**config.mk**
```make
export PLATFORM = sky130hd
export DESIGN_NAME = pin_logic
export DESIGN_NICKNAME = d
export VERILOG_FILES = /design/src/hdl/pin_logic_pkg.sv /design/src/hdl/pin_logic.sv
export SDC_FILE = /design/constraint.sdc
export NUM_CORES = 1
export LEC_CHECK = 0
export BUFFER_PORTS_ARGS = -buffer_cell sky130_fd_sc_hd__buf_4
export CORE_AREA = 2 2 236 238
export CTS_BUF_LIST = sky130_fd_sc_hd__clkbuf_8
export DETAILED_ROUTE_END_ITERATION = 16
export DIE_AREA = 0 0 238 240
export MAX_ROUTING_LAYER = met4
export PLACE_DENSITY = 0.57
export SLEW_MARGIN = 10
export SYNTH_ARGS = -nofsm -noshare
export SYNTH_HDL_FRONTEND = slang
export SYNTH_SLANG_ARGS = --single-unit
```
**constraint.sdc**
```tcl
create_clock -name clock -period 25.3 [get_ports clock]
set_input_delay 2.53 -clock clock [delete_from_list [all_inputs] [get_ports clock]]
set_output_delay 2.53 -clock clock [all_outputs]
set_load 0.005 [all_outputs]
```
**src/hdl/pin_logic_pkg.sv**
```systemverilog
// Constants, register map and carrier types of the management pin logic
package pin_logic_pkg;
	localparam int CLK_PERIOD_PS = 5000;
	localparam int CLK_KHZ = 200000;
	localparam int GP_FILT_NS = 3000;
	localparam int RUN_FILT_NS = 10000;
	localparam int SYNC_PULSE_NS = 500;
	localparam int SYNC_WATCH_NS = 5000;
	localparam int STUCK_NONBLK_MS = 32;
	localparam int STUCK_BLK_MS = 150;
	localparam int TELEM_LAT_MS = 90;
	localparam int FAST_SLOT_MS = 1;
	// Least times round up
	localparam int GP_FILT_CYC = (GP_FILT_NS * 1000 + CLK_PERIOD_PS - 1) / CLK_PERIOD_PS;
	localparam int RUN_FILT_CYC = (RUN_FILT_NS * 1000 + CLK_PERIOD_PS - 1) / CLK_PERIOD_PS;
	localparam int SYNC_PULSE_CYC = (SYNC_PULSE_NS * 1000 + CLK_PERIOD_PS - 1) / CLK_PERIOD_PS;
	localparam int SYNC_WATCH_CYC = (SYNC_WATCH_NS * 1000) / CLK_PERIOD_PS;
	localparam int STUCK_NONBLK_CYC = STUCK_NONBLK_MS * CLK_KHZ;
	localparam int STUCK_BLK_CYC = STUCK_BLK_MS * CLK_KHZ;
	localparam int TELEM_LAT_CYC = TELEM_LAT_MS * CLK_KHZ;
	localparam int FAST_SLOT_CYC = FAST_SLOT_MS * CLK_KHZ;
	localparam int FILT_W = 11;
	localparam int TMR_W = 25;
	localparam int NUM_TELEM = 4;
	localparam int NUM_FILT = 4;

	localparam logic [7:0] REG_CTRL = 8'h00;
	localparam logic [7:0] REG_STATUS = 8'h04;
	localparam logic [7:0] REG_ADDR_NVM = 8'h08;
	localparam logic [7:0] REG_RXDATA = 8'h0c;
	localparam logic [7:0] REG_TXDATA = 8'h10;
	localparam logic [7:0] REG_IRQ_STS = 8'h14;
	localparam logic [7:0] REG_IRQ_CLR = 8'h18;
	localparam logic [7:0] REG_IRQ_EN = 8'h1c;
	localparam logic [7:0] REG_SW_PERIOD = 8'h20;
	localparam logic [7:0] REG_TELEM0 = 8'h30;
	localparam logic [7:0] TELEM_SPAN = 8'h10;

	localparam logic [6:0] ADDR_NVM_RST = 7'h40;
	localparam logic [15:0] SW_PERIOD_RST = 16'h0190;
	localparam logic [2:0] BIT_LAST = 3'h7;

	// Event bits of the interrupt status
	localparam int EV_RX = 0;
	localparam int EV_TX = 1;
	localparam int EV_STOP = 2;
	localparam int EV_TIMEOUT = 3;
	localparam int EV_CONV = 4;
	localparam int EV_W = 5;

	typedef struct packed {
		logic [1:0] gp_pull;
		logic [1:0] fast_sel;
		logic sync_out_en;
		logic fast_sample;
		logic block_read;
		logic stretch_en;
	} ctrl_t;

	typedef struct packed {
		logic scl;
		logic sda;
		logic sync;
		logic [1:0] gp;
		logic [1:0] run;
		logic wp;
		logic [3:0] lo_code;
		logic lo_open;
		logic [2:0] hi_code;
		logic hi_open;
	} pins_t;

	typedef struct packed {
		logic signed [4:0] exponent;
		logic signed [10:0] mantissa;
	} linear_t;

	typedef enum logic [2:0] {
		ST_IDLE, ST_ADDR, ST_ADDR_ACK, ST_WRITE, ST_WR_ACK, ST_READ, ST_RD_ACK, ST_IGNORE
	} i2c_state_t;

	function automatic logic [15:0] pack_linear(input linear_t v);
		return {v.exponent, v.mantissa};
	endfunction
endpackage
```
**src/hdl/pin_logic.sv**
```systemverilog
// Serial management target and surrounding digital pin logic
`timescale 1ns/1ps
module pin_logic
	import pin_logic_pkg::*;
#(
	parameter int STUCK_NONBLK = STUCK_NONBLK_CYC,
	parameter int STUCK_BLK = STUCK_BLK_CYC,
	parameter int TELEM_LAT = TELEM_LAT_CYC,
	parameter int FAST_SLOT = FAST_SLOT_CYC
) (
	input wire logic clock,
	input wire logic reset,
	input wire logic psel,
	input wire logic penable,
	input wire logic pwrite,
	input wire logic [7:0] paddr,
	input wire logic [31:0] pwdata,
	output logic [31:0] prdata,
	output logic pready,
	output logic pslverr,
	input wire pins_t pins_in,
	input wire linear_t adc_result,
	output logic [1:0] adc_sel,
	output logic scl_o,
	output logic scl_oe,
	output logic sda_o,
	output logic sda_oe,
	output logic alert_o,
	output logic alert_oe,
	output logic [1:0] gp_o,
	output logic [1:0] gp_oe,
	output logic [1:0] run_o,
	output logic [1:0] run_oe,
	output logic sync_o,
	output logic sync_oe,
	output logic [1:0] chan_enable,
	output logic switch_tick,
	output logic irq
);
	typedef struct packed {
		pins_t s1;
		pins_t s2;
		pins_t prev;
		logic [NUM_FILT-1:0] flt_lvl;
		logic [NUM_FILT-1:0][FILT_W-1:0] flt_cnt;
		logic [31:0] prdata;
		logic pready;
		logic pslverr;
		ctrl_t ctrl;
		logic [6:0] addr_nvm;
		logic [7:0] rx_data;
		logic [7:0] tx_data;
		logic pending;
		logic [EV_W-1:0] irq_sts;
		logic [EV_W-1:0] irq_en;
		logic irq;
		i2c_state_t st;
		logic [7:0] sh;
		logic [3:0] cnt;
		logic first_byte;
		logic nack;
		logic sda_oe;
		logic scl_oe;
		logic [TMR_W-1:0] tmr;
		logic [TMR_W-1:0] slot;
		logic [1:0] tidx;
		logic [NUM_TELEM-1:0][15:0] telem;
		logic [15:0] sw_period;
		logic [15:0] sw_cnt;
		logic [FILT_W-1:0] watch;
		logic sync_oe;
		logic tick;
		logic [1:0] run_oe;
		logic low;
	} state_t;

	state_t q, d;
	logic scl_rise, scl_fall, start_c, stop_c, ext_edge, access, commit, wr, rd_ok;
	logic [EV_W-1:0] ev, clr;
	logic [6:0] own;
	logic [TMR_W-1:0] lim, slot_lim;
	logic [FILT_W-1:0] flim;
	logic [NUM_FILT-1:0] flt_in;
	logic [31:0] rdv;
	logic [1:0] tsel;

	always_comb begin
		d = q;
		ev = '0;
		clr = '0;
		rdv = '0;
		rd_ok = 1'b1;
		flim = '0;
		tsel = '0;
		d.s1 = pins_in;
		d.s2 = q.s1;
		d.prev = q.s2;
		d.pready = 1'b0;
		d.pslverr = 1'b0;
		d.tick = 1'b0;
		d.low = 1'b0;
		// Reset holds the pins low, release afterwards
		// run release
		d.run_oe = 2'b00;
		scl_rise = q.s2.scl & ~q.prev.scl;
		scl_fall = ~q.s2.scl & q.prev.scl;
		start_c = q.s2.scl & q.prev.scl & q.prev.sda & ~q.s2.sda;
		stop_c = q.s2.scl & q.prev.scl & ~q.prev.sda & q.s2.sda;

		flt_in = {q.s2.run, q.s2.gp};
		for (int i = 0; i < NUM_FILT; i++) begin
			flim = (i < 2) ? FILT_W'(GP_FILT_CYC - 1) : FILT_W'(RUN_FILT_CYC - 1);
			if (flt_in[i] == q.flt_lvl[i]) begin
				d.flt_cnt[i] = '0;
			end else if (q.flt_cnt[i] >= flim) begin
				d.flt_lvl[i] = flt_in[i];
				d.flt_cnt[i] = '0;
			end else begin
				d.flt_cnt[i] = q.flt_cnt[i] + 1'b1;
			end
		end

		own[3:0] = q.s2.lo_open ? q.addr_nvm[3:0] : q.s2.lo_code;
		own[6:4] = q.s2.hi_open ? q.addr_nvm[6:4] : q.s2.hi_code;

		// Register reads answer one cycle into the access phase
		access = psel & penable;
		commit = access & q.pready;
		wr = commit & pwrite;
		if (paddr[1:0] != 2'b00) begin
			rd_ok = 1'b0;
		end else if (paddr >= REG_TELEM0 && paddr < REG_TELEM0 + TELEM_SPAN) begin
			tsel = paddr[3:2];
			rdv = {16'h0000, q.telem[tsel]};
		end else begin
			unique case (paddr)
				REG_CTRL: rdv = {24'h000000, q.ctrl};
				REG_STATUS: rdv = {18'h00000, q.st != ST_IDLE, q.s2.wp, q.flt_lvl[1:0],
					q.flt_lvl[3:2], q.watch != '0, own};
				REG_ADDR_NVM: rdv = {25'h0000000, q.addr_nvm};
				REG_RXDATA: rdv = {24'h000000, q.rx_data};
				REG_TXDATA: rdv = {24'h000000, q.tx_data};
				REG_IRQ_STS: rdv = {27'h0000000, q.irq_sts};
				REG_IRQ_CLR: rdv = '0;
				REG_IRQ_EN: rdv = {27'h0000000, q.irq_en};
				REG_SW_PERIOD: rdv = {16'h0000, q.sw_period};
				default: rd_ok = 1'b0;
			endcase
		end
		if (access & ~q.pready) begin
			d.pready = 1'b1;
			d.pslverr = ~rd_ok;
			d.prdata = rd_ok ? rdv : '0;
		end
		if (wr & rd_ok) begin
			unique case (paddr)
				REG_CTRL: d.ctrl = pwdata[7:0];
				REG_ADDR_NVM: d.addr_nvm = pwdata[6:0];
				REG_TXDATA: begin
					d.tx_data = pwdata[7:0];
					d.pending = 1'b0;
				end
				REG_IRQ_CLR: clr = pwdata[EV_W-1:0];
				REG_IRQ_EN: d.irq_en = pwdata[EV_W-1:0];
				REG_SW_PERIOD: d.sw_period = pwdata[15:0];
				default: ;
			endcase
		end
		if (commit & ~pwrite & paddr == REG_RXDATA) begin
			d.pending = 1'b0;
		end

		// Serial target; bus is sampled, never clocked by SCL
		if (scl_rise && q.cnt < 4'h8 && (q.st == ST_ADDR || q.st == ST_WRITE)) begin
			d.sh = {q.sh[6:0], q.s2.sda};
			d.cnt = q.cnt + 1'b1;
		end
		unique case (q.st)
			ST_ADDR: if (scl_fall && q.cnt == 4'h8) begin
				if (q.sh[7:1] == own) begin
					d.st = ST_ADDR_ACK;
					d.sda_oe = 1'b1;
					d.nack = q.sh[0];
				end else begin
					d.st = ST_IGNORE;
				end
			end
			ST_ADDR_ACK: if (scl_fall) begin
				d.cnt = '0;
				if (q.nack) begin
					d.st = ST_READ;
					d.sh = q.tx_data;
					d.sda_oe = ~q.tx_data[7];
				end else begin
					d.st = ST_WRITE;
					d.sda_oe = 1'b0;
					d.first_byte = 1'b1;
				end
			end
			ST_WRITE: if (scl_fall && q.cnt == 4'h8) begin
				d.rx_data = q.sh;
				d.first_byte = 1'b0;
				d.st = ST_WR_ACK;
				// only the command byte under protect
				d.sda_oe = ~(q.s2.wp & ~q.first_byte);
				d.pending = 1'b1;
				ev[EV_RX] = 1'b1;
			end
			ST_WR_ACK: if (scl_fall) begin
				d.sda_oe = 1'b0;
				d.cnt = '0;
				d.st = q.sda_oe ? ST_WRITE : ST_IGNORE;
			end
			ST_READ: begin
				if (scl_rise) begin
					d.cnt = q.cnt + 1'b1;
				end
				if (scl_fall && q.cnt == 4'h8) begin
					d.sda_oe = 1'b0;
					d.st = ST_RD_ACK;
					d.pending = 1'b1;
					ev[EV_TX] = 1'b1;
				end else if (scl_fall) begin
					d.sh = {q.sh[6:0], 1'b0};
					d.sda_oe = ~q.sh[6];
				end
			end
			ST_RD_ACK: begin
				if (scl_rise) begin
					d.nack = q.s2.sda;
				end
				if (scl_fall) begin
					d.cnt = '0;
					d.st = q.nack ? ST_IGNORE : ST_READ;
					d.sh = q.tx_data;
					d.sda_oe = ~q.nack & ~q.tx_data[7];
				end
			end
			default: ;
		endcase
		// stretch only pulls low, while a byte awaits software
		d.scl_oe = q.ctrl.stretch_en & d.pending & q.st != ST_IDLE &
			(q.scl_oe | ~q.s2.scl);

		lim = q.ctrl.block_read ? TMR_W'(STUCK_BLK - 1) : TMR_W'(STUCK_NONBLK - 1);
		if (q.st != ST_IDLE) begin
			d.tmr = q.tmr + 1'b1;
		end
		if (start_c) begin
			d.st = ST_ADDR;
			d.cnt = '0;
			d.tmr = '0;
			d.sda_oe = 1'b0;
		end else if (stop_c) begin
			d.st = ST_IDLE;
			d.sda_oe = 1'b0;
			ev[EV_STOP] = 1'b1;
		end else if (q.st != ST_IDLE && q.tmr >= lim) begin
			d.st = ST_IDLE;
			d.sda_oe = 1'b0;
			d.scl_oe = 1'b0;
			d.pending = 1'b0;
			ev[EV_TIMEOUT] = 1'b1;
		end

		slot_lim = q.ctrl.fast_sample ? TMR_W'(FAST_SLOT - 1) : TMR_W'(TELEM_LAT / NUM_TELEM - 1);
		d.slot = q.slot + 1'b1;
		if (q.slot >= slot_lim) begin
			d.slot = '0;
			d.telem[q.tidx] = pack_linear(adc_result);
			d.tidx = q.ctrl.fast_sample ? q.ctrl.fast_sel : q.tidx + 1'b1;
			ev[EV_CONV] = 1'b1;
		end

		// external falling edge restarts the period
		ext_edge = ~q.s2.sync & q.prev.sync & ~q.sync_oe;
		if (ext_edge) begin
			d.watch = FILT_W'(SYNC_WATCH_CYC);
		end else if (q.watch != '0) begin
			d.watch = q.watch - 1'b1;
		end
		if (ext_edge || q.sw_cnt >= q.sw_period - 1'b1) begin
			d.sw_cnt = '0;
			d.tick = 1'b1;
		end else begin
			d.sw_cnt = q.sw_cnt + 1'b1;
		end
		// pulse at each period start, except within SYNC_WATCH_CYC clocks of an external edge
		// Starts only at a period start, so enabling never gives a short pulse
		d.sync_oe = q.ctrl.sync_out_en & (q.watch == '0) &
			(d.sw_cnt < 16'(SYNC_PULSE_CYC)) & (q.sync_oe | d.sw_cnt == '0);

		// Set wins over a clear in the same cycle
		d.irq_sts = (q.irq_sts & ~clr) | ev;
		d.irq = |(d.irq_sts & d.irq_en);
	end

	always_ff @(posedge clock or posedge reset) begin
		if (reset) begin
			q <= '0;
			q.addr_nvm <= ADDR_NVM_RST;
			q.sw_period <= SW_PERIOD_RST;
			q.st <= ST_IDLE;
			q.run_oe <= 2'b11;
		end else begin
			q <= d;
		end
	end

	assign prdata = q.prdata;
	assign pready = q.pready;
	assign pslverr = q.pslverr;
	assign adc_sel = q.tidx;
	assign scl_o = q.low;
	assign scl_oe = q.scl_oe;
	assign sda_o = q.low;
	assign sda_oe = q.sda_oe;
	// alert pulls low while interrupt stands
	assign alert_o = q.low;
	assign alert_oe = q.irq;
	// general pins pull low on request
	assign gp_o = {q.low, q.low};
	assign gp_oe = q.ctrl.gp_pull;
	assign run_o = {q.low, q.low};
	assign run_oe = q.run_oe;
	assign sync_o = q.low;
	assign sync_oe = q.sync_oe;
	assign chan_enable = q.flt_lvl[3:2];
	assign switch_tick = q.tick;
	assign irq = q.irq;
endmodule // pin_logic

```
# After elaboration in Yosys (flattened, before gate mapping)
# Cells that the tools add are included.
[totals]
wordCells = 305
output_inout_bits = 56
regBits = 344
in_bits = 78
[classes]
addsub = 11
order_cmp = 14
n_bitwise = 48
n_reduce_logical = 35
n_eq_ne = 34
mux = 96
[ops]
columns = ["op", "count"]
rows = [
  ["$pmux 16 s8", 1],
  ["$mux 16", 7],
  ["$mux 11", 10],
  ["$mux 91", 1],
  ["$mux 25", 3],
  ["$bwmux 64", 1],
  ["$add 25x1->25 const B", 2],
  ["$add 11x1->11 const B", 4],
  ["$mux 1", 33],
  ["$mux 3", 11],
  ["$bmux 16 s2", 1],
  ["$demux 16 s2", 1],
  ["$eq 8x5->1 const B", 4],
  ["$ge 25x23->1", 1],
  ["$ge 25x25->1", 1],
  ["$and 1x1->1", 24],
  ["$mux 8", 3],
  ["$pmux 8 s3", 1],
  ["$mux 23", 1],
  ["$ge 11x10->1 const B", 2],
  ["$ge 11x11->1 const B", 2],
  ["$mux 5", 4],
  ["$ne 5x5->1 const B", 4],
  ["$not 1->1", 18],
  ["53 further kinds", 98],
]

# Depth between registers and ports, before layout
# Gate-level depths: netlist (run 1).
[logic_depth]
ltp_word = 16
mapped_depth = 14
ltp_nobuf = 13

# Worst setup path after synthesis (run 1)
# No wires, ideal clock.
[synth_path]
kind = "input port to flip-flop"
start = "input port paddr[1]"
end = "register q (netlist bit scl_oe)"
t_arrival_ns = 4.637
t_required_ns = 25.178
setup_slack_ns = 20.541
cell_stages = 8
setup_ns = 0.122
n_path_buf = 2
path_cell_list = "or4_1 -> buf_2 -> or3_1 -> clkbuf_2 -> or4_1 -> and3_1 -> o32a_1 -> o2111a_1"
[synth_rtl]
columns = ["item", "line", "text"]
rows = [
  ["start: declaration", "pin_logic.sv:16", "input wire logic [7:0] paddr,"],
  ["end: declaration", "pin_logic.sv:77", "state_t q, d;"],
]

==> metrics.md, run 1 <==
| Metric | Value |
|---|---|
| Period minus WS final | between 5000 and 6000 ps |
| CP Launch Type | primary input |
| Core area | between 50000 and 60000 um2 |
| RSZ-0062 raised after global routing | false |
| Worst reg2reg endpoint | sync_oe |
| Port Buf Inserts | 93 |
| Slew @ Worst Pin | between 1000 and 1500 ps |
| Hold Buf Count CTS | 0 |
| DRC | 0 |
| Max cap viols | 0 |
| Outcome | finished, final reports clean |
| # nets final | about 1700 |
| Clock Tree Root | clkbuf_8 |
| CP max FO | 6 |
| Fmax | roughly 190 MHz |
| Post_cts resized | 0 |
| Share of layout cells above drive strength 1 | 20.4% |
| VDD IR-drop max | between 0.04 and 0.05 mV |
| Hold depth | 0 |
| Post-synthesis cell type count | 72 |
| Reg2reg setup slack | 21580 ps |
| # clock sinks | 327 |
| Rel. slew slack | 26.7% |
| Power Dens Cells | 74.8 nW/um2 |
| Antenna Violating Nets Remaining | 0 |
| Grt ovf | 0 |
| Layout overhead on the synthesized area | 15.5% |
| CP max stage cell | nor3_1 |
| Final Hold Viols | 0 |
| Antenna violations before repair | 2 |
| Post-synth ARST share | 100% |
| Worst R2R Path Depth | 14 |
| H-Tree Depth | 2 |
| CTS tree | yes |
| Crit end category | flip-flop |
| Crit path kind | primary input to flip-flop |
| Gr usage total | 14.6% |
| DPL Wire Length | 27600 um |
| Dpl cells | between 2000 and 2500 |
| Yosys reg bits | approximately 330 |
| Post-CTS setup buffer count | 0 |
| Setup violators final | 0 |
| TritonCTS Buffers | 60 |
| Register area share after synthesis | about half |
| EDFF count, synth | 0 |
| Cell Area, Synth | around 16000 um2 |
| Largest net degree at the start of global routing | 138 |
| Hold EP | d[312] |
| CP required | 25760 ps |
| Synth area leaders | dfrtp_1 (50%), mux2_2 (7.7%), nor2_1 (4.3%) |
| DR WL/cell | approximately 17 um |
| RePlAce Congestion | a little under 0.9 |
| Die area | 57100 um2 |
| WP data arrival | 5680 ps |
| Critical Path Max Stage Delay | 830 ps |
| Die H | 240 um |
| Crit share post-route | 20.6% |
| Final WL | 39700 um |
| Hold wc startpoint | d[329] |
| Synth warnings | 0 |
| Later-pin clock latency in the skew report | 700 ps |
| Final Total Pwr | 1.40 mW |
| Vias in the first global route | 11600 |
| Boundary Pins | 134 |
| Layout Cells excl Fill | 2359 |
| Worst Hold Class | flip-flop to flip-flop |
| Most frequent cells in the layout | dfrtp_1 (322), nor2_1 (184), nand2_1 (137), mux2_2 (111), buf_4 (101) |
| Final Max Slew Viols | 0 |
| Longest Clk Path Bufs | 3 |
| Worst clock skew | between 60 and 70 ps |
| DRT iter0 DRCs | 720 |
| Leakage power | 8.54 nW |
| Setup TNS | 0 ps |
| Placed Instance Area | ~17000 um2 |
| Std-Cell Rows | 86 |
| Final Cell Area | about 19000 um2 |
| Worst-path cell chain | buf_4, nor4_1, nand3_1, nor3_1, mux2_2, a222oi_1, o2111ai_1 |
| # fillers | 5526 |
| Initial Utilization | 29.6% |
| First-pass GRT wire length | 64100 um |
| Clock-pin slew on the worst setup and hold paths | 60 ps |
| Critical R2R Launch | q[34] |
| Most common cell after layout, fill and taps aside | dfrtp_1 |
| Yosys top cell area share | approximately half |
| Synth Area per Inst | about 11 um2 |
| Hold slack final | 308 ps |
| Initial DRT Pass Iterations | 5 |
| Cells after Synth | 1503 |
| Top_reg_cell synth | dfrtp_1 |
| Avg Vias per Cell | 4.81 |
| Die width | between 200 and 250 um |
| Via count | about 11000 |
| Dominant cell type by area after synthesis | dfrtp_1 |
==> worst max-delay path by stage <==
stage,to,cells past startpoint,from
after floorplan,async pin,1,reset
after global placement,alert_oe,7,paddr[1]
after detailed placement,alert_oe,7,paddr[1]
after CTS,alert_oe,7,paddr[1]
after global routing,alert_oe,7,paddr[1]
final,alert_oe,7,paddr[1]
==> cell type report <==
cell class / count / area (um2) / share of cell area, %
antenna: 3 / 7.51 / 0.0402
sequential: 327 / 8190 / 43.9
tap: 704 / 881 / 4.72
timing repair buffer: 101 / 758 / 4.06
multi-input combinational: 1076 / 7410 / 39.7
clock buffer: 70 / 963 / 5.16
inverter: 36 / 143 / 0.764
clock inverter: 42 / 307 / 1.64
==> per-stage QoR <==
step	worst slack [ps]	utilization (%)
2_1_floorplan	13720	-
3_3_place_gp	19590	31.8
3_5_place_dp	19550	31.8
4_1_cts	20220	34.1
5_1_grt	20060	34.1
6_report	20080	34.1
==> synth_stat cells, types with 5 or more instances <==
cell	count
dfrtp_1	322
nor2_1	184
nand2_1	137
mux2_2	111
xnor2_1	63
xor2_1	55
nand3_1	51
buf_4	49
ha_1	49
o21ai_0	48
a21oi_1	45
inv_1	35
clkbuf_1	32
nor3_1	31
mux2i_1	22
and3_1	20
mux4_2	16
nand4_1	16
a22oi_1	15
or3_1	14
nand2b_1	11
nor2b_1	11
a21o_1	10
nor4_1	10
a22o_1	9
and4_1	9
o211ai_1	9
and2_1	8
o31ai_1	8
or4_1	8
a31oi_1	7
or2_2	6
buf_2	5
dfstp_2	5
==> layer usage <==
metal	part of all wire (%)	wire [um]	global-route usage [%]	vias up
met3	5.6	2220	3.38	70
met1	44	17600	18.3	5561
met4	2.6	1030	4.66	0
met2	48	18900	23.6	264
li1	-	-	-	5446
met5	0	0	-	-
==> critical path, delay by kind of cell <==
family,cells,cell delay [ps]
buffers and inverters,1,110
AO/OA/AOI/OAI,2,680
AND/OR/NAND/NOR,3,1910
multiplexers,1,440
==> report_power, final <==
part           leakage, nW  internal [mW]  switching [mW]  total [mW]
sequential            4.21          0.600          0.0528       0.653
clock                0.739          0.287           0.239       0.526
combinational         3.60          0.118          0.0985       0.216
total                 8.54           1.01           0.390        1.39
==> cells by family (layout without fill, tap and decap cells) <==
family	Yosys count	in the layout	share of synthesized area, %
simple gates	530	530	15.4
flops	327	327	50.7
compound gates	202	202	8.27
mux	149	149	11.3
buf+inv	127	249	4.14
xor+xnor	118	118	6.40
fa+ha+maj	49	49	3.79
other cells	1	31	0.0232
Power figures use the tool's default switching activity.
==> inputs of run 2 (changes only) <==
Clock period 25.3 ns to 4.9 ns, I/O delays scaled along.
==> run 2 against run 1 <==
  * Final area increased by 1.7%
  * Die area unchanged
  * Via count increased by 1.2%
  * Global-route usage about the same
  * Non-clock buffer count increased by 16
  * Cell count increased by 0.68%
  * Wire length decreased by 0.34%
  * Sequential cell count unchanged
  * Critical path type is now flip-flop to flip-flop
  * Critical endpoint is now sync_oe
==> metrics.md, run 2 (synthesis results as in run 1) <==
| Metric | Value |
|---|---|
| Period minus WS final | 3690 ps |
| Max cap viols | 0 (unchanged) |
| Worst Hold Class | primary input to async pin |
| Longest Clk Path Bufs | 3 (unchanged) |
| Final WL | 39600 um (-0.34%) |
| Post_cts resized | 0 (unchanged) |
| Later-pin clock latency in the skew report | 660 ps (-40 ps) |
| TritonCTS Buffers | 60 (unchanged) |
| Initial DRT Pass Iterations | 6 (+1) |
| Fmax | 271 MHz |
| CP Launch Type | flip-flop |
| Crit path kind | flip-flop to flip-flop |
| VDD IR-drop max | 0.203 mV (+340%) |
| H-Tree Depth | 2 (unchanged) |
| Die H | 240 um (unchanged) |
| Port Buf Inserts | 93 (unchanged) |
| # fillers | 5470 (-1.0%) |
| Most frequent cells in the layout | dfrtp_1 (322), nor2_1 (184), nand2_1 (137), mux2_2 (111), buf_4 (98) |
| Rel. slew slack | 20.1% (-6.6 points) |
| Die area | 57100 um2 (unchanged) |
| Clock-pin slew on the worst setup and hold paths | 60 ps (about the same) |
| CP required | 5410 ps (-20350 ps) |
| Antenna Violating Nets Remaining | 0 (unchanged) |
| Final Hold Viols | 0 (unchanged) |
| Outcome | finished, final reports clean |
| Grt ovf | 0 (unchanged) |
| Avg Vias per Cell | 4.83 (+0.54%) |
| # nets final | 1745 (+0.93%) |
| DRT iter0 DRCs | 792 (+10%) |
| Core area | 54700 um2 (unchanged) |
| Setup violators final | 0 (unchanged) |
| WP data arrival | 4200 ps (-1480 ps) |
| Std-Cell Rows | 86 (unchanged) |
| Dpl cells | 2243 (-0.045%) |
| Slew @ Worst Pin | 1190 ps (+98.2 ps) |
| DR WL/cell | 16.7 um (-1.0%) |
| Worst clock skew | 38.3 ps (-22.1 ps) |
| Crit share post-route | 75.4% |
| Most common cell after layout, fill and taps aside | dfrtp_1 |
| RePlAce Congestion | 0.871 (about the same) |
| Antenna violations before repair | 1 (-1) |
| DPL Wire Length | 27500 um (-0.54%) |
| Via count | 11500 (+1.2%) |
| Setup TNS | 0 ps (unchanged) |
| Gr usage total | 14.6% (-0.045 points) |
| First-pass GRT wire length | 64100 um (about the same) |
| Boundary Pins | 134 (unchanged) |
| Hold slack final | 10.8 ps (-297 ps) |
| Crit end category | flip-flop |
| Share of layout cells above drive strength 1 | 20.9% (+0.50 points) |
| Initial Utilization | 29.6% (unchanged) |
| Post-CTS setup buffer count | 0 (unchanged) |
| Largest net degree at the start of global routing | 149 (+8.0%) |
| Layout Cells excl Fill | 2375 (+0.68%) |
| CTS tree | yes |
| CP max FO | 18 (+12) |
| Final Max Slew Viols | 0 (unchanged) |
| Leakage power | 8.65 nW (+1.2%) |
| Clock Tree Root | clkbuf_8 |
| DRC | 0 (unchanged) |
| Die width | 238 um (unchanged) |
| Vias in the first global route | 11500 (-0.44%) |
| Layout overhead on the synthesized area | 17.5% |
| RSZ-0062 raised after global routing | false |
| Power Dens Cells | 394 nW/um2 (+430%) |
| # clock sinks | 327 (unchanged) |
## run 2: metrics by stage
stage | setup WS (ps) | cell area [um2] | util (%) | total power [mW]
6_report | 1210 | 19000 | 34.7 | 7.48
5_1_grt | 932 | 19000 | 34.7 | 7.90
4_1_cts | 1200 | 19000 | 34.7 | 7.60
3_5_place_dp | 1230 | 17400 | 31.8 | 4.55
3_3_place_gp | 1260 | 17400 | 31.8 | 4.50
2_1_floorplan | 49.4 | 16300 | - | 4.23
## run 2: per-layer routing
layer / up-vias / global-route usage (%) / wire length [um]
li1: 5471 / - / -
met1: 5678 / 18.4 / 17400
met2: 278 / 23.5 / 19000
met3: 53 / 2.92 / 2190
met4: 0 / 5.02 / 998
met5: - / - / 0
## run 2: critical path: stages, from the launching register on
cell,delay [ps]
dfrtp_1,440
or4_1,530
or3_1,370
nor3_1,210
nand3_1,180
nor2_1,150
xnor2_1,130
ha_1,270
a21oi_1,150
o21ai_0,120
a211o_1,280
a21oi_1,220
o311ai_2,110
buf_4,220
o2bb2ai_1,150
## run 2: worst paths after layout
kind | startpoint | endpoint | slack [ps] | cells past startpoint
setup / recovery | q[34] | sync_oe | 1210 | 14
hold / removal | reset | q[136] | 10 | 2
setup reg to reg | q[34] | sync_oe | 1210 | 14
hold reg to reg | d[335] | d[318] | 350 | 0
max in group asynchronous | reset | q[295] | 3610 | 3
min in group clock | pwdata[14] | q[46] | 90 | 2
## run 2: repair_timing
action                                  in CTS  in global routing
hold buffers                                17                  0
hold endpoints to repair                    17                  0
endpoints found under the setup margin       0                  0
## run 2: report_power, final
part	total [mW]	internal [mW]	switching, mW	leakage [nW]
Clock	2.97	1.76	1.22	0.773
Sequential	3.38	3.10	0.279	4.21
Combinational	1.13	0.618	0.508	3.67
Total	7.48	5.47	2.00	8.65
## run 2: area by class of cell
class,count,area (um2),area share (%)
flip-flops and latches,327,8190,43.1
clock buffers,78,1070,5.66
well taps,704,881,4.64
repair buffers,117,946,4.98
diodes,1,2.50,0.0132
clock inverters,36,337,1.77
multi-input cells,1076,7410,39.1
inverters,36,139,0.732
==> inputs of run 3 (changes only) <==
Settings changed: PLACE_DENSITY 0.57 to 0.59.
Clock period 4.9 ns to 3.25 ns, I/O delays scaled along.
==> run 3 against run 2 <==
  * The flow now finishes with violations (negative setup slack)
  * Sequential power increased by 51%
  * Die area unchanged
  * Via count increased by 2.6%
  * Sequential cell count unchanged
  * Hold slack improved by 240 ps
  * Largest cell class unchanged
==> metrics.md, run 3 (synthesis results as in run 1) <==
| Metric | Value |
|---|---|
| Final Cell Area | 19600 um2 (+3.0%) |
| Area occupied by multi-input gates | 7540 um2 (+1.7%) |
| Die area | 57100 um2 (unchanged) |
| Initial DRT Pass Iterations | 5 (-1) |
| # fillers | 5404 (-1.2%) |
| Final Hold Viols | 0 (unchanged) |
| Final Total Pwr | 10.7 mW (+43%) |
| Clock-pin slew on the worst setup and hold paths | 60 ps (about the same) |
| Gr usage total | 14.6% (+0.015 points) |
| DRC | 0 (unchanged) |
| DPL Wire Length | 28500 um (+3.6%) |
| RePlAce Congestion | 0.865 (-0.73%) |
| Via count | 11800 (+2.6%) |
| Largest delay share family, worst path | simple AND/OR/NAND/NOR gates |
| CP max FO | 5 (-13) |
| Hold slack final | 249 ps (+238 ps) |
| # clock sinks | 327 (unchanged) |
| TritonCTS Buffers | 59 (-1.7%) |
| Slack of the critical path | -31.0 ps (-1240 ps) |
| Largest net degree at the start of global routing | 94 (-37%) |
| Leakage power | 8.97 nW (+3.7%) |
| Most common cell after layout, fill and taps aside | dfrtp_1 |
| Boundary Pins | 134 (unchanged) |
| Outcome | finished, violations left |
| CP required | 3760 ps (-1650 ps) |
| CP Launch Type | flip-flop |
| Avg Vias per Cell | 4.84 (about the same) |
| Later-pin clock latency in the skew report | 650 ps (about the same) |
| Antenna Violating Nets Remaining | 0 (unchanged) |
| Crit path kind | flip-flop to flip-flop |
| Failing checks | negative setup slack |
| DR WL/cell | 16.6 um (-0.36%) |
| # nets final | 1815 (+4.0%) |
| Ant diodes | 0 (-1) |
| Critical Path Max Stage Delay | 530 ps (about the same) |
| Setup violators final | 14 (+14) |
| Worst Hold Class | primary input to flip-flop |
| Initial Utilization | 29.6% (unchanged) |
| Longest Clk Path Bufs | 3 (unchanged) |
| VDD IR-drop max | 0.338 mV (+67%) |
| Final Max Slew Viols | 0 (unchanged) |
| RSZ-0062 raised after global routing | true |
| Bufs and invs on worst path | 2 (+1) |
| Grt ovf | 0 (unchanged) |
| Fmax | 305 MHz (+13%) |
| Final WL | 40400 um (+2.1%) |
| Crit end category | flip-flop |
| Antenna violations before repair | 0 (-1) |
| Port Buf Inserts | 93 (unchanged) |
| WP data arrival | 3790 ps (-410 ps) |
| Rel. slew slack | 28.2% (+8.1 points) |
| Worst clock skew | 43.3 ps (+5.07 ps) |
| Max cap viols | 0 (unchanged) |
| DRT iter0 DRCs | 738 (-6.8%) |
| CP max stage cell | or4_4 |
| Std-Cell Rows | 86 (unchanged) |
| Crit share post-route | 101% (+26 points) |
| Placed Instance Area | 17700 um2 (+1.9%) |
| Slew @ Worst Pin | 1050 ps (-142 ps) |
| CTS tree | yes |
| Layout overhead on the synthesized area | 21.0% |
| Vias in the first global route | 12000 (+3.6%) |
| Clock Tree Root | clkbuf_8 |
| H-Tree Depth | 2 (unchanged) |
| Die H | 240 um (unchanged) |
| Share of layout cells above drive strength 1 | 22.2% (+1.3 points) |
| Most frequent cells in the layout | dfrtp_1 (322), nor2_1 (175), nand2_1 (137), buf_4 (125), mux2_2 (111) |
| Period minus WS final | 3280 ps (-411 ps) |
| Crit-path most repeated cell | nor3_4 |
| Die width | 238 um (unchanged) |
| Worst-path cell chain | or4_4, or3_4, nor3_4, nand3_2, buf_4, nor3_4, xnor2_1, ha_1, nand4_1, o311ai_4, buf_6, nor2_2 |
| Core area | 54700 um2 (unchanged) |
| Power Dens Cells | 547 nW/um2 (+39%) |
| Register area | 8190 um2 (unchanged) |
| First-pass GRT wire length | 64600 um (+0.84%) |
run 3: final cells by class:
| cell class | instances | area share, % |
|---|---|---|
| Sequential cell | 327 | 41.9 |
| Multi-Input combinational cell | 1076 | 38.6 |
| Timing Repair Buffer | 188 | 8.45 |
| Clock buffer | 74 | 5.21 |
| Tap cell | 704 | 4.51 |
| Inverter | 36 | 0.710 |
| Clock inverter | 29 | 0.685 |
run 3: metrics by stage:
stage / cells / worst slack [ps] / utilization, % / setup TNS, ps
floorplan: 1530 / -1440 / - / -463550
finish: 2434 / -31.0 / 35.8 / -238
detailed placement: 2275 / -159 / 32.4 / -2420
global placement: 2275 / -106 / 32.4 / -1620
CTS: 2431 / -13.2 / 35.6 / -18.3
global route: 2434 / -154 / 35.8 / -2180
run 3: path summary, 6_finish.rpt:
kind	start	endpoint	slack (ps)	cells after the start
worst max-delay path	q[36]	q[28]	-30	12
min in group asynchronous	reset	q[115]	330	3
worst min register to register	d[326]	d[309]	350	0
worst max register to register	q[36]	q[28]	-30	12
worst min-delay path	paddr[5]	prdata[5]	250	5
max in group asynchronous	reset	run_oe[0]	1780	5
run 3: metal layers:
| layer | wire, um | global-route usage (%) | up-vias |
|---|---|---|---|
| li1 | - | - | 5594 |
| met1 | 17900 | 18.3 | 5814 |
| met2 | 19300 | 23.7 | 277 |
| met3 | 1950 | 2.71 | 89 |
| met4 | 1230 | 5.28 | 0 |
| met5 | 0 | - | - |
run 3: worst register-to-register path: cells and delay by family (launching register included):
kind	cells	cell delay, ps
AND/OR/NAND/NOR	7	1540
AO/OA/AOI/OAI	1	450
flip-flops	1	370
buffers and inverters	2	370
adder cells (fa/ha/maj)	1	310
XOR/XNOR	1	90
run 3: timing repair:
| item | CTS | global route |
|---|---|---|
| cloned | 1 | 0 |
| resized for setup | 13 | 18 |
| buffers inserted | 0 | 3 |
| endpoints found under the hold margin | 145 | 0 |
| hold buffers | 52 | 0 |
| pin swaps | 11 | 10 |
| endpoints found under the setup margin | 18 | 18 |
run 3: power breakdown:
part / switching [mW] / internal, mW / leakage [nW]
Combinational: 0.806 / 1.03 / 4.08
Clock: 1.73 / 2.04 / 0.679
Sequential: 0.430 / 4.67 / 4.21
